--- src/ctm_pkg.sv ---
package ctm_pkg;

    // Register selects of the register access port
    typedef enum logic [3:0] {
        SEL_OFFCORE0,
        SEL_OFFCORE1,
        SEL_METRICS,
        SEL_CAPABILITY,
        SEL_GLOBAL_CTRL,
        SEL_GLOBAL_FLAGS,
        SEL_FLAG_SETTER,
        SEL_FLAG_CLEARER,
        SEL_SLOTS_CTR,
        SEL_UNUSED
    } ctm_sel_t;

    // Widths
    localparam int DATA_W      = 64;
    localparam int SLOTS_CTR_W = 48;
    localparam int ACC_W       = 32;
    localparam int NUM_W       = 40;
    localparam int FRAC_W      = 8;
    localparam int NUM_OCR     = 2;
    localparam int SEL_STORE_W = 40;

    // Off-core response select layout
    localparam int OCR_REQ_LSB   = 0;
    localparam int OCR_REQ_MSB   = 15;
    localparam int OCR_ANY_BIT   = 16;
    localparam int OCR_RESP_MSB  = 39;
    localparam logic [63:0] OCR_DRAM_MASK     = 64'h0000_0001_8400_0000;
    localparam logic [63:0] OCR_NON_DRAM_MASK = 64'h0000_0020_0400_0000;
    localparam logic [63:0] OCR_LLC_MISS_MASK = 64'h0000_003F_FFC0_0000;
    localparam logic [63:0] OCR_LLC_HIT_MASK  = 64'h0000_0000_001C_0000;
    localparam int OCR_SNP_NOT_NEEDED = 32;
    localparam int OCR_SNP_MISS       = 33;
    localparam int OCR_SNP_HIT_CLEAN  = 34;
    localparam int OCR_SNP_RSVD_A     = 30;
    localparam int OCR_SNP_RSVD_B     = 35;
    localparam int OCR_SNP_HITM       = 36;

    // Global control, flag and capability bits
    localparam int SLOTS_EN_BIT    = 35;
    localparam int TOPDOWN_EN_BIT  = 48;
    localparam int SLOTS_OVF_BIT   = 35;
    localparam int TOPDOWN_OVF_BIT = 48;
    localparam int CAP_METRICS_BIT = 15;

    // Values after reset, fraction scale and divider step count
    localparam logic [63:0] CTRL_RESET  = 64'h0;
    localparam logic [63:0] OCR_RESET   = 64'h0;
    localparam logic [7:0]  FRAC_RESET  = 8'h00;
    localparam logic [7:0]  FRAC_SCALE  = 8'hFF;
    localparam int          DIV_STEPS   = 8;

    // Transaction seen by the off-core response qualifier
    typedef struct packed {
        logic [15:0] req_type;
        logic        dram;
        logic        non_dram;
        logic        llc_miss;
        logic        llc_hit;
        logic        snp_not_needed;
        logic        snp_miss;
        logic        snp_hit_clean;
        logic        snp_hitm;
    } ctm_txn_t;

    // Issue slots attributed in one cycle
    typedef struct packed {
        logic [2:0] retiring;
        logic [2:0] bad_spec;
        logic [2:0] frontend;
        logic [2:0] backend;
    } ctm_slots_t;

    // Register access request
    typedef struct packed {
        logic        wr;
        logic        rd;
        ctm_sel_t    sel;
        logic [63:0] wdata;
    } ctm_req_t;

endpackage : ctm_pkg

--- src/ctm_frac_div.sv ---
`timescale 1ns/1ps
module ctm_frac_div (
    // Clock and reset
    input  wire logic        ref_clk_i,
    input  wire logic        rst_n_i,
    // Request
    input  wire logic        start_i,
    input  wire logic [39:0] num_i,
    input  wire logic [31:0] den_i,
    // Answer
    output logic             busy_o,
    output logic             done_o,
    output logic [7:0]       quot_o
);

    typedef struct packed {
        logic        busy;
        logic        done;
        logic [3:0]  step;
        logic [39:0] rem;
        logic [31:0] den;
        logic [7:0]  quot;
    } ctm_div_st_t;

    ctm_div_st_t st_reg;
    ctm_div_st_t st_next;

    // One quotient bit per cycle, most significant first
    always_comb begin
        logic [39:0] trial;
        trial   = 40'h0;
        st_next = st_reg;
        st_next.done = 1'b0;
        if (!st_reg.busy) begin
            if (start_i) begin
                st_next.busy = 1'b1;
                st_next.step = 4'(ctm_pkg::DIV_STEPS - 1);
                st_next.rem  = num_i;
                st_next.den  = den_i;
                st_next.quot = ctm_pkg::FRAC_RESET;
            end
        end else begin
            trial = 40'({8'h00, st_reg.den} << st_reg.step);
            if (st_reg.den != 32'h0 && st_reg.rem >= trial) begin
                st_next.rem = st_reg.rem - trial;
                st_next.quot[st_reg.step[2:0]] = 1'b1;
            end
            if (st_reg.step == 4'h0) begin
                st_next.busy = 1'b0;
                st_next.done = 1'b1;
            end else begin
                st_next.step = st_reg.step - 4'h1;
            end
        end
    end

    // State register
    always_ff @(posedge ref_clk_i or negedge rst_n_i) begin
        if (!rst_n_i) begin
            st_reg <= '0;
        end else begin
            st_reg <= st_next;
        end
    end

    assign busy_o = st_reg.busy;
    assign done_o = st_reg.done;
    assign quot_o = st_reg.quot;

endmodule : ctm_frac_div

--- src/ctm_core_monitor.sv ---
`timescale 1ns/1ps
// Summary of operation
// RULE1: A combined response category counts only when all its select bits are one.
// RULE2: Software must choose any, a combined category, or supplier with snoop bits.
// RULE3: With the any bit set, response bits 17 to 39 are ignored.
// RULE4: Main memory supply counts when bits 26, 31 and 32 are set.
// RULE5: Other system supply, including MMIO, counts when bits 26 and 37 set.
// RULE6: Last-level cache miss counts when bits 22 through 37 are all set.
// RULE7: Last-level cache hit counts when bits 18, 19 and 20 are set.
// RULE8: Bit 32 selects requests that needed no snoop.
// RULE9: Bit 33 selects requests whose snoop missed every cache.
// RULE10: Bit 34 selects clean snoop hits not forwarded back.
// RULE11: Bit 36 selects modified snoop hits forwarded; bits 30 and 35 reserved.
// RULE12: Metrics register low half holds four 8-bit fractions of 255.
// RULE13: Capability bit 15 reports that the metrics feature exists.
// RULE14: Metrics run only with control bit 48 and slots counter enable set.
// RULE15: Writing one to setter bit 48 sets the metrics overflow flag.
// RULE16: Writing one to clearer bit 48 clears the metrics overflow flag.
// RULE17: Metrics overflow sets flag bit 48 and raises the monitor interrupt.
// RULE18: Metrics are derived from slots counter, both advance together.
// RULE19: Software resynchronizes both registers when flag 35 or 48 is set.
// RULE20: Software starts both from zero and clears them periodically.
// RULE21: Software keeps both disabled over save, toggling bits 35, 48 together.
// RULE22: Software restores the slots counter before the metrics register.
module ctm_core_monitor (
    // Clock and reset
    input  wire logic                ref_clk_i,
    input  wire logic                rst_n_i,
    // Register access port
    input  wire ctm_pkg::ctm_req_t   reg_req_i,
    output logic                     reg_rd_valid_o,
    output logic [63:0]              reg_rdata_o,
    // Off-core transactions
    input  wire logic                txn_valid_i,
    input  wire ctm_pkg::ctm_txn_t   txn_i,
    output logic [1:0]               ocr_count_o,
    // Slot attribution
    input  wire ctm_pkg::ctm_slots_t slots_i,
    // Interrupt
    output logic                     perf_monitor_interrupt_o
);

    typedef struct packed {
        logic [1:0][39:0] ocr_sel;
        logic [63:0]      ctrl;
        logic             slots_ovf;
        logic             topdown_ovf;
        logic [47:0]      slots_ctr;
        logic [3:0][31:0] acc;
        logic [31:0]      acc_total;
        logic [3:0][7:0]  frac;
        logic [1:0]       div_idx;
        logic             div_pend;
        logic             rd_valid;
        logic [63:0]      rdata;
        logic [1:0]       ocr_count;
        logic             perf_monitor_interrupt;
    } ctm_st_t;

    ctm_st_t st_reg;
    ctm_st_t st_next;

    logic        div_start;
    logic [39:0] div_num;
    logic        div_busy;
    logic        div_done;
    logic [7:0]  div_quot;

    // Off-core response qualification of one transaction
    function automatic logic ctm_ocr_match(input logic [39:0] sel,
                                           input ctm_pkg::ctm_txn_t t);
        logic [63:0] s;
        logic        req_ok;
        logic        sup_ok;
        logic        snp_sel;
        logic        snp_ok;
        s       = {24'h0, sel};
        req_ok  = |(sel[ctm_pkg::OCR_REQ_MSB:ctm_pkg::OCR_REQ_LSB] & t.req_type);
        sup_ok  = 1'b0;
        snp_sel = 1'b0;
        snp_ok  = 1'b0;
        // Combined categories need every bit of their mask
        if ((s & ctm_pkg::OCR_DRAM_MASK) == ctm_pkg::OCR_DRAM_MASK && t.dram) begin
            sup_ok = 1'b1; // see RULE1 see RULE4
        end
        if ((s & ctm_pkg::OCR_NON_DRAM_MASK) == ctm_pkg::OCR_NON_DRAM_MASK
            && t.non_dram) begin
            sup_ok = 1'b1; // see RULE5
        end
        if ((s & ctm_pkg::OCR_LLC_MISS_MASK) == ctm_pkg::OCR_LLC_MISS_MASK
            && t.llc_miss) begin
            sup_ok = 1'b1; // see RULE6
        end
        if ((s & ctm_pkg::OCR_LLC_HIT_MASK) == ctm_pkg::OCR_LLC_HIT_MASK
            && t.llc_hit) begin
            sup_ok = 1'b1; // see RULE7
        end
        // Snoop outcome filter; reserved bits 30 and 35 select nothing
        snp_sel = s[ctm_pkg::OCR_SNP_NOT_NEEDED] | s[ctm_pkg::OCR_SNP_MISS]
                | s[ctm_pkg::OCR_SNP_HIT_CLEAN] | s[ctm_pkg::OCR_SNP_HITM]; // see RULE11
        snp_ok  = (s[ctm_pkg::OCR_SNP_NOT_NEEDED] & t.snp_not_needed) // see RULE8
                | (s[ctm_pkg::OCR_SNP_MISS] & t.snp_miss)              // see RULE9
                | (s[ctm_pkg::OCR_SNP_HIT_CLEAN] & t.snp_hit_clean)    // see RULE10
                | (s[ctm_pkg::OCR_SNP_HITM] & t.snp_hitm);             // see RULE11
        if (sel[ctm_pkg::OCR_ANY_BIT]) begin
            return req_ok; // see RULE3
        end
        return req_ok & sup_ok & (!snp_sel | snp_ok);
    endfunction : ctm_ocr_match

    // Widen a 3-bit slot count
    function automatic logic [31:0] ctm_widen(input logic [2:0] v);
        return {29'h0, v};
    endfunction : ctm_widen

    // Next state
    always_comb begin
        logic        slots_en;
        logic        active;
        logic [31:0] add_total;
        logic [48:0] ctr_sum;
        logic [32:0] tot_sum;
        logic [3:0][31:0] inc;
        logic        slots_wrap;
        logic        topdown_wrap;
        logic        force_td;
        logic        clear_td;
        logic        force_sl;
        logic        clear_sl;
        slots_en     = 1'b0;
        active       = 1'b0;
        add_total    = 32'h0;
        ctr_sum      = 49'h0;
        tot_sum      = 33'h0;
        inc          = '0;
        slots_wrap   = 1'b0;
        topdown_wrap = 1'b0;
        force_td     = 1'b0;
        clear_td     = 1'b0;
        force_sl     = 1'b0;
        clear_sl     = 1'b0;
        st_next      = st_reg;
        st_next.rd_valid  = 1'b0;
        st_next.ocr_count = 2'b00;
        st_next.perf_monitor_interrupt       = 1'b0;

        // Counting gates
        slots_en = st_reg.ctrl[ctm_pkg::SLOTS_EN_BIT];
        active   = slots_en & st_reg.ctrl[ctm_pkg::TOPDOWN_EN_BIT]; // see RULE14

        // Off-core response counting pulses
        for (int i = 0; i < ctm_pkg::NUM_OCR; i++) begin
            st_next.ocr_count[i] = txn_valid_i & ctm_ocr_match(st_reg.ocr_sel[i], txn_i);
        end

        // Slots counter and category accumulators advance in the same cycle
        inc[0]    = ctm_widen(slots_i.retiring);
        inc[1]    = ctm_widen(slots_i.bad_spec);
        inc[2]    = ctm_widen(slots_i.frontend);
        inc[3]    = ctm_widen(slots_i.backend);
        add_total = inc[0] + inc[1] + inc[2] + inc[3];
        if (slots_en) begin
            ctr_sum           = {1'b0, st_reg.slots_ctr} + {17'h0, add_total};
            st_next.slots_ctr = ctr_sum[47:0];
            slots_wrap        = ctr_sum[48];
        end
        if (active) begin
            tot_sum           = {1'b0, st_reg.acc_total} + {1'b0, add_total};
            topdown_wrap      = tot_sum[32]; // see RULE17
            st_next.acc_total = tot_sum[31:0]; // see RULE18
            for (int i = 0; i < 4; i++) begin
                st_next.acc[i] = st_reg.acc[i] + inc[i];
            end
        end

        // Fraction refresh, one category per divide
        if (active && !div_busy && !st_reg.div_pend) begin
            st_next.div_pend = 1'b1;
        end
        if (div_done) begin
            st_next.frac[st_reg.div_idx] = div_quot; // see RULE12
            st_next.div_idx  = st_reg.div_idx + 2'b01;
            st_next.div_pend = 1'b0;
        end

        // Register writes
        if (reg_req_i.wr) begin
            case (reg_req_i.sel)
                ctm_pkg::SEL_OFFCORE0: begin
                    st_next.ocr_sel[0] = reg_req_i.wdata[39:0];
                end
                ctm_pkg::SEL_OFFCORE1: begin
                    st_next.ocr_sel[1] = reg_req_i.wdata[39:0];
                end
                ctm_pkg::SEL_METRICS: begin
                    // Restart the derivation from the written fractions
                    st_next.frac      = reg_req_i.wdata[31:0];
                    st_next.acc       = '0;
                    st_next.acc_total = 32'h0;
                    topdown_wrap      = 1'b0;
                end
                ctm_pkg::SEL_GLOBAL_CTRL: begin
                    st_next.ctrl = reg_req_i.wdata;
                end
                ctm_pkg::SEL_FLAG_SETTER: begin
                    force_td = reg_req_i.wdata[ctm_pkg::TOPDOWN_OVF_BIT]; // see RULE15
                    force_sl = reg_req_i.wdata[ctm_pkg::SLOTS_OVF_BIT];
                end
                ctm_pkg::SEL_FLAG_CLEARER: begin
                    clear_td = reg_req_i.wdata[ctm_pkg::TOPDOWN_OVF_BIT]; // see RULE16
                    clear_sl = reg_req_i.wdata[ctm_pkg::SLOTS_OVF_BIT];
                end
                ctm_pkg::SEL_SLOTS_CTR: begin
                    st_next.slots_ctr = reg_req_i.wdata[47:0];
                    slots_wrap        = 1'b0;
                end
                default: begin
                end
            endcase
        end

        // Overflow flags, a hardware set wins over a clear
        if (clear_td) begin
            st_next.topdown_ovf = 1'b0; // see RULE16
        end
        if (topdown_wrap || force_td) begin
            st_next.topdown_ovf = 1'b1; // see RULE15 see RULE17
        end
        if (clear_sl) begin
            st_next.slots_ovf = 1'b0;
        end
        if (slots_wrap || force_sl) begin
            st_next.slots_ovf = 1'b1;
        end
        st_next.perf_monitor_interrupt = topdown_wrap | slots_wrap; // see RULE17

        // Register reads, answered one cycle later
        if (reg_req_i.rd) begin
            st_next.rd_valid = 1'b1;
            st_next.rdata    = 64'h0;
            case (reg_req_i.sel)
                ctm_pkg::SEL_OFFCORE0: begin
                    st_next.rdata = {24'h0, st_reg.ocr_sel[0]};
                end
                ctm_pkg::SEL_OFFCORE1: begin
                    st_next.rdata = {24'h0, st_reg.ocr_sel[1]};
                end
                ctm_pkg::SEL_METRICS: begin
                    st_next.rdata = {32'h0, st_reg.frac}; // see RULE12
                end
                ctm_pkg::SEL_CAPABILITY: begin
                    st_next.rdata[ctm_pkg::CAP_METRICS_BIT] = 1'b1; // see RULE13
                end
                ctm_pkg::SEL_GLOBAL_CTRL: begin
                    st_next.rdata = st_reg.ctrl;
                end
                ctm_pkg::SEL_GLOBAL_FLAGS: begin
                    st_next.rdata[ctm_pkg::SLOTS_OVF_BIT]   = st_reg.slots_ovf;
                    st_next.rdata[ctm_pkg::TOPDOWN_OVF_BIT] = st_reg.topdown_ovf; // see RULE17
                end
                ctm_pkg::SEL_SLOTS_CTR: begin
                    st_next.rdata = {16'h0, st_reg.slots_ctr};
                end
                default: begin
                    st_next.rdata = 64'h0;
                end
            endcase
        end
    end

    // Divider operands: selected category times 255 over total
    assign div_start = st_reg.div_pend & !div_busy & !div_done;
    assign div_num   = 40'(st_reg.acc[st_reg.div_idx]) * 40'(ctm_pkg::FRAC_SCALE);

    // Sequential fraction divider
    ctm_frac_div u_frac_div (
        .ref_clk_i (ref_clk_i),
        .rst_n_i   (rst_n_i),
        .start_i   (div_start),
        .num_i     (div_num),
        .den_i     (st_reg.acc_total),
        .busy_o    (div_busy),
        .done_o    (div_done),
        .quot_o    (div_quot)
    );

    // State register
    always_ff @(posedge ref_clk_i or negedge rst_n_i) begin
        if (!rst_n_i) begin
            st_reg <= '0;
        end else begin
            st_reg <= st_next;
        end
    end

    // Outputs
    assign reg_rd_valid_o           = st_reg.rd_valid;
    assign reg_rdata_o              = st_reg.rdata;
    assign ocr_count_o              = st_reg.ocr_count;
    assign perf_monitor_interrupt_o = st_reg.perf_monitor_interrupt;

endmodule : ctm_core_monitor

--- config.mk ---
export PLATFORM = sky130hd
export DESIGN_NAME = ctm_core_monitor
export DESIGN_NICKNAME = d
export VERILOG_FILES = /design/src/ctm_pkg.sv /design/src/ctm_frac_div.sv /design/src/ctm_core_monitor.sv
export SDC_FILE = /design/constraint.sdc
export NUM_CORES = 2
export LEC_CHECK = 0
export ABC_AREA = 1
export BUFFER_PORTS_ARGS = -buffer_cell sky130_fd_sc_hd__buf_2
export CORE_AREA = 2 2 371 373
export DETAILED_ROUTE_END_ITERATION = 8
export DIE_AREA = 0 0 373 375
export GPL_TIMING_DRIVEN = 1
export HOLD_SLACK_MARGIN = 0.02
export PLACE_DENSITY_LB_ADDON = 0.05
export SLEW_MARGIN = 20
export SYNTH_ARGS = -nofsm -noshare
export SYNTH_HDL_FRONTEND = slang
export SYNTH_SLANG_ARGS = --single-unit
--- constraint.sdc ---
create_clock -name ref_clk_i -period 15.9 [get_ports ref_clk_i]
set_input_delay 3.18 -clock ref_clk_i [delete_from_list [all_inputs] [get_ports ref_clk_i]]
set_output_delay 3.18 -clock ref_clk_i [all_outputs]
set_load 0.05 [all_outputs]
# == After elaboration in Yosys (flattened, before gate mapping) ==
# Index checks and enable logic that the tools add are counted.
# word_totals
register_bits,543
word_cells,199
# classes
add_sub_neg,12
mul,1
n_lt_le_gt_ge,5
eq_ne,18
n_shift,1
mux,64
bitwise,36
reduce_logical,35
# ops
cell,n
$mux 240,1
$mux 192,1
$mux 160,1
$add 32x3->32,4
$mux 48,2
$pmux 19 s5,1
$mux 84,1
$pmux 15 s5,1
$mux 65,1
$bmux 32 s2,1
$add 48x6->49,1
$pmux 12 s4,1
$mux 44,1
$ge 40x40->1,1
$mul 32x8->40 const B,1
$mux 40,1
$shl 32x4->40,1
$sub 40x40->40,1
$mux 1,37
$mux 35,1
$add 32x6->33,1
$and 16x16->16,2
$bwmux 32,1
$eq 16x16->1 const B,2
other kinds (38),106

# == Logic depth before layout (Yosys ltp) ==
# depth
depth_word,10
depth_mapped,29
mapped_depth_nobuf,28

# == By module ==
# Synthesis repeated with hierarchy kept, for this count alone.
# hier_totals
hier_cells,5732
hier_area_um2,40875.5
# by_module_without_submodules
module,instances,cells_per_inst,area_each_um2
ctm_core_monitor,1,4298,32301.0
ctm_frac_div,1,1434,8574.5

# == Least setup slack after synthesis ==
# No wires, ideal clock.
# synth_path
path_kind,input to register
startpoint,in slots_i[1] (netlist name)
endpoint,reg st_reg[305] (netlist name)
setup_ps,120
arrival_ps,6288
t_required_ps,15780
slack_ps,9493
stages,17
path_buffers,0
path_cell_list,fa_1 -> fa_1 -> ha_1 -> fa_1 -> xor2_1 -> ha_1 -> inv_1 -> nor3_1 -> nand2_1 -> o21ai_0 -> nand3_1 -> nand2_1 -> nand2_1 -> nand2_1 -> nand3_1 -> o21ai_0 -> inv_1
# synth_lines
item,line,rtl
start: declaration,ctm_core_monitor.sv:38,"input wire ctm_pkg::ctm_slots_t slots_i,"
end signal: assignment,ctm_core_monitor.sv:292,st_reg <= st_next;
end: declaration,ctm_core_monitor.sv:60,ctm_st_t st_reg;

# == Final worst setup path ==
# layout_path
startpoint,reg st_reg[69] (netlist name)
endpoint,reg u_frac_div.st_reg[59] (netlist name)
# layout_via
elab_chain_cells,5
# layout_rtl
item,line,rtl
$bmux 32 s2,ctm_core_monitor.sv:273,assign div_num = 40'(st_reg.acc[st_reg.div_idx]) * 40'(ctm_pkg::FRAC_SCALE);
$mux 32 (not written as such),ctm_core_monitor.sv:273,
$mul 32x8->40,ctm_core_monitor.sv:273,
$mux 84,ctm_frac_div.sv:35,if (start_i) begin
$mux 44,ctm_frac_div.sv:34,if (!st_reg.busy) begin
end signal: assignment,ctm_frac_div.sv:62,st_reg <= st_next;
end: declaration,ctm_frac_div.sv:25,ctm_div_st_t st_reg;
# Every way passes these cells. The select of a mux whose other input is x is not followed.
# A chain may end at the register's enable or synchronous reset.

==> results.json <==
{
  "status": "completed",
  "worstHoldPathCells": 2,
  "wirelength_mm": 156,
  "grt_pass1_wl_mm": 235,
  "holdWs_ns": 0.474,
  "synth_seq_area_share_pct": 33.5,
  "worstRegToRegCells": 22,
  "synthDistinctLibCells": 58,
  "min_period_over_period_pct": 43.3,
  "setup_viol": 0,
  "start_util_pct": 29.7,
  "viasPerCell": 4.86,
  "crit_path_end_kind": "register",
  "synth_edf_count": 0,
  "syn_inst": 5650,
  "ios": 177,
  "path_max_fanout": 48,
  "drt_iter0_markers": 2522,
  "drive_gt1_share_pct": 7.56,
  "fin_nets": 6086,
  "post_cts_buffers": 0,
  "ys_ff_latch": 543,
  "grt_pass1_vias": 36000,
  "drv_slew": 0,
  "grt_max_degree": 120,
  "slew_headroom_pct": 25.5,
  "antenna_found_initial": 6,
  "cts_tree": "built",
  "cp-start-kind": "register",
  "cts_root_buffer": "clkbuf_16",
  "cts_resized": 0,
  "postCtsHoldBufs": 0,
  "fill_cells": 15000,
  "clockBufferDepth": 3,
  "die-area_um2": 140000,
  "setup_tns_ns": 0,
  "clk_pin_slew_worst_paths_ns": 0.06,
  "coreArea_um2": 136000,
  "hp-class": "register to register",
  "drt-wirelength-per-cell_um": 20.6,
  "clock_latency_ns": 0.68,
  "multiInputGateArea_um2": 22500,
  "layoutNonFillerInstCount": 7535,
  "fin_skew_ns": 0.0415,
  "hold_violations": 0,
  "syn2layout_area_growth_pct": 11.3,
  "syn-num-nets": 6053,
  "dieHeight_um": 375,
  "layout_min_cycle_time_ns": 6.88,
  "max_freq_mhz": 145,
  "htreeDepth": 3,
  "io_buffers": 176,
  "worstPathRequired_ns": 16.45,
  "async_reset_ff_share_pct": 100,
  "track_usage_pct": 22.0,
  "routabilityCongestion": 0.892,
  "grt.met2_usage_pct": 36.3,
  "ant_nets": 0,
  "syn_area_um2": 40500,
  "use_met3_pct": 3.34,
  "grt-busiest-layer": "met2",
  "seq_area_um2": 13600,
  "hpwl_mm": 119,
  "synth-warning-count": 0,
  "clock-sinks": 543,
  "gr-total-overflow": 0,
  "largest_reg_flops": 389,
  "grt_setup_unrepaired": "false",
  "globalRouteMet1Util_pct": 29.8,
  "syn_area_per_cell_um2": 7.17,
  "first_pass_iters": 6,
  "row_count": 136,
  "place_inst": 7401,
  "tightest_slew_ns": 1.11,
  "die_w_um": 373,
  "drc_errors": 0,
  "critPathKind": "register to register",
  "arrival_ns": 7.44,
  "vias": 36600,
  "cap_violations": 0,
  "ys.flop_type": "dfrtp_1",
  "numCtsBuffers": 74
}
[cells by family after synthesis]
group / after synthesis / synth area share [%]
simple gates: 2575 / 26.7
fa+ha+maj: 294 / 12.1
mux: 44 / 1.14
compound gates: 987 / 13.4
buf+inv: 1111 / 11.1
xor+xnor: 96 / 2.07
flops: 543 / 33.5
[layer usage]
metal / share of wire [%] / up-vias / wire length (um)
met1: 46 / 17500 / 71300
met3: 4.7 / 172 / 7260
met5: 0.0077 / - / 12
met4: 2.8 / 2 / 4400
met2: 47 / 786 / 72600
li1: - / 18200 / -
[placed cells by master (no fill, tap or decap), types with 37 or more instances in the layout]
cell	netlist	routed
a21oi_1	273	273
buf_2	24	174
buf_4	67	37
clkbuf_16	0	75
dfrtp_1	543	540
fa_1	163	163
ha_1	131	131
inv_1	841	838
nand2_1	1545	1542
nand3_1	271	271
nand4_1	93	93
nor2_1	460	458
nor3_1	90	90
o21ai_0	537	537
xor2_1	79	79
[through the flow]
step	cell area [um2]	setup slack [ns]	util, %
after floorplan	40500	9.49	-
after global placement	42700	8.37	31.3
after detailed placement	42700	8.38	31.3
after CTS	45100	8.89	33.1
after global routing	45100	8.56	33.1
final	45100	9.02	33.1
[worst paths after layout]
kind                            startpoint                     to  slack, ns
hold reg to reg            reg_rdata_o[53]        reg_rdata_o[53]       0.47
hold / removal             reg_rdata_o[53]        reg_rdata_o[53]       0.47
setup / recovery                st_reg[69]  u_frac_div.st_reg[59]       9.02
min in group asynchronous          rst_n_i        reg_rdata_o[59]       2.54
max in group asynchronous          rst_n_i            st_reg[230]      10.36
setup reg to reg                st_reg[69]  u_frac_div.st_reg[59]       9.02
[critical path, stage by stage, from the launching register on]
cell	delay (ns)
dfrtp_2	0.92
buf_4	0.55
nand2_1	0.11
a32oi_1	0.90
inv_1	0.22
fa_1	0.56
inv_1	0.07
fa_1	0.49
fa_1	0.54
inv_1	0.05
fa_1	0.53
inv_1	0.04
ha_1	0.35
a21oi_1	0.29
nor2_1	0.07
nor2_1	0.09
nand2_1	0.12
nand2_1	0.09
nand2_1	0.15
xnor2_1	0.32
o21ai_0	0.12
nand2_1	0.08
nand2_1	0.06
[area by class of cell]
| class | count | share of cell area (%) |
|---|---|---|
| clock buffer | 118 | 4.94 |
| timing repair buffer | 215 | 2.69 |
| tap | 1794 | 4.98 |
| sequential | 543 | 30.1 |
| multi-input combinational | 3996 | 49.8 |
| inverter | 853 | 7.11 |
| antenna | 1 | 0.00555 |
| clock inverter | 15 | 0.327 |
[synthesized netlist by cell type, types with 6 or more instances]
| master | n | area, um2 |
|---|---|---|
| buf_1 | 21 | 78.8 |
| a21oi_1 | 273 | 1370 |
| clkbuf_1 | 140 | 526 |
| a221oi_1 | 34 | 298 |
| a31oi_1 | 26 | 163 |
| buf_6 | 6 | 67.6 |
| inv_1 | 841 | 3160 |
| o21ai_1 | 6 | 30.0 |
| nand3_2 | 9 | 90.1 |
| nor3_2 | 8 | 80.1 |
| xor2_1 | 79 | 692 |
| a32oi_1 | 25 | 219 |
| nand4_1 | 93 | 582 |
| xnor2_1 | 17 | 149 |
| nand2_2 | 10 | 62.6 |
| a22o_1 | 11 | 96.3 |
| dfrtp_1 | 543 | 13600 |
| buf_4 | 67 | 503 |
| nand2_1 | 1545 | 5800 |
| nor2_2 | 15 | 93.8 |
| nand3_1 | 271 | 1360 |
| nand3b_1 | 16 | 120 |
| o21ai_0 | 537 | 2690 |
| buf_2 | 24 | 120 |
| o211ai_1 | 14 | 105 |
| o22ai_1 | 16 | 100 |
| nor2_1 | 460 | 1730 |
| a41oi_1 | 8 | 70.1 |
| o21bai_1 | 6 | 45.0 |
| nor2_4 | 11 | 124 |
| mux2_2 | 16 | 180 |
| nor4_1 | 19 | 119 |
| nor3_1 | 90 | 450 |
| mux2i_1 | 28 | 280 |
| fa_1 | 163 | 3260 |
| ha_1 | 131 | 1640 |
| clkinv_1 | 6 | 22.5 |
| a211oi_1 | 9 | 67.6 |
| or2_2 | 18 | 113 |
| o21a_1 | 7 | 52.6 |
Power is left out: the tool's default activity adds up to more than one toggle a clock period on the data nets, which glitch-free logic cannot reach.
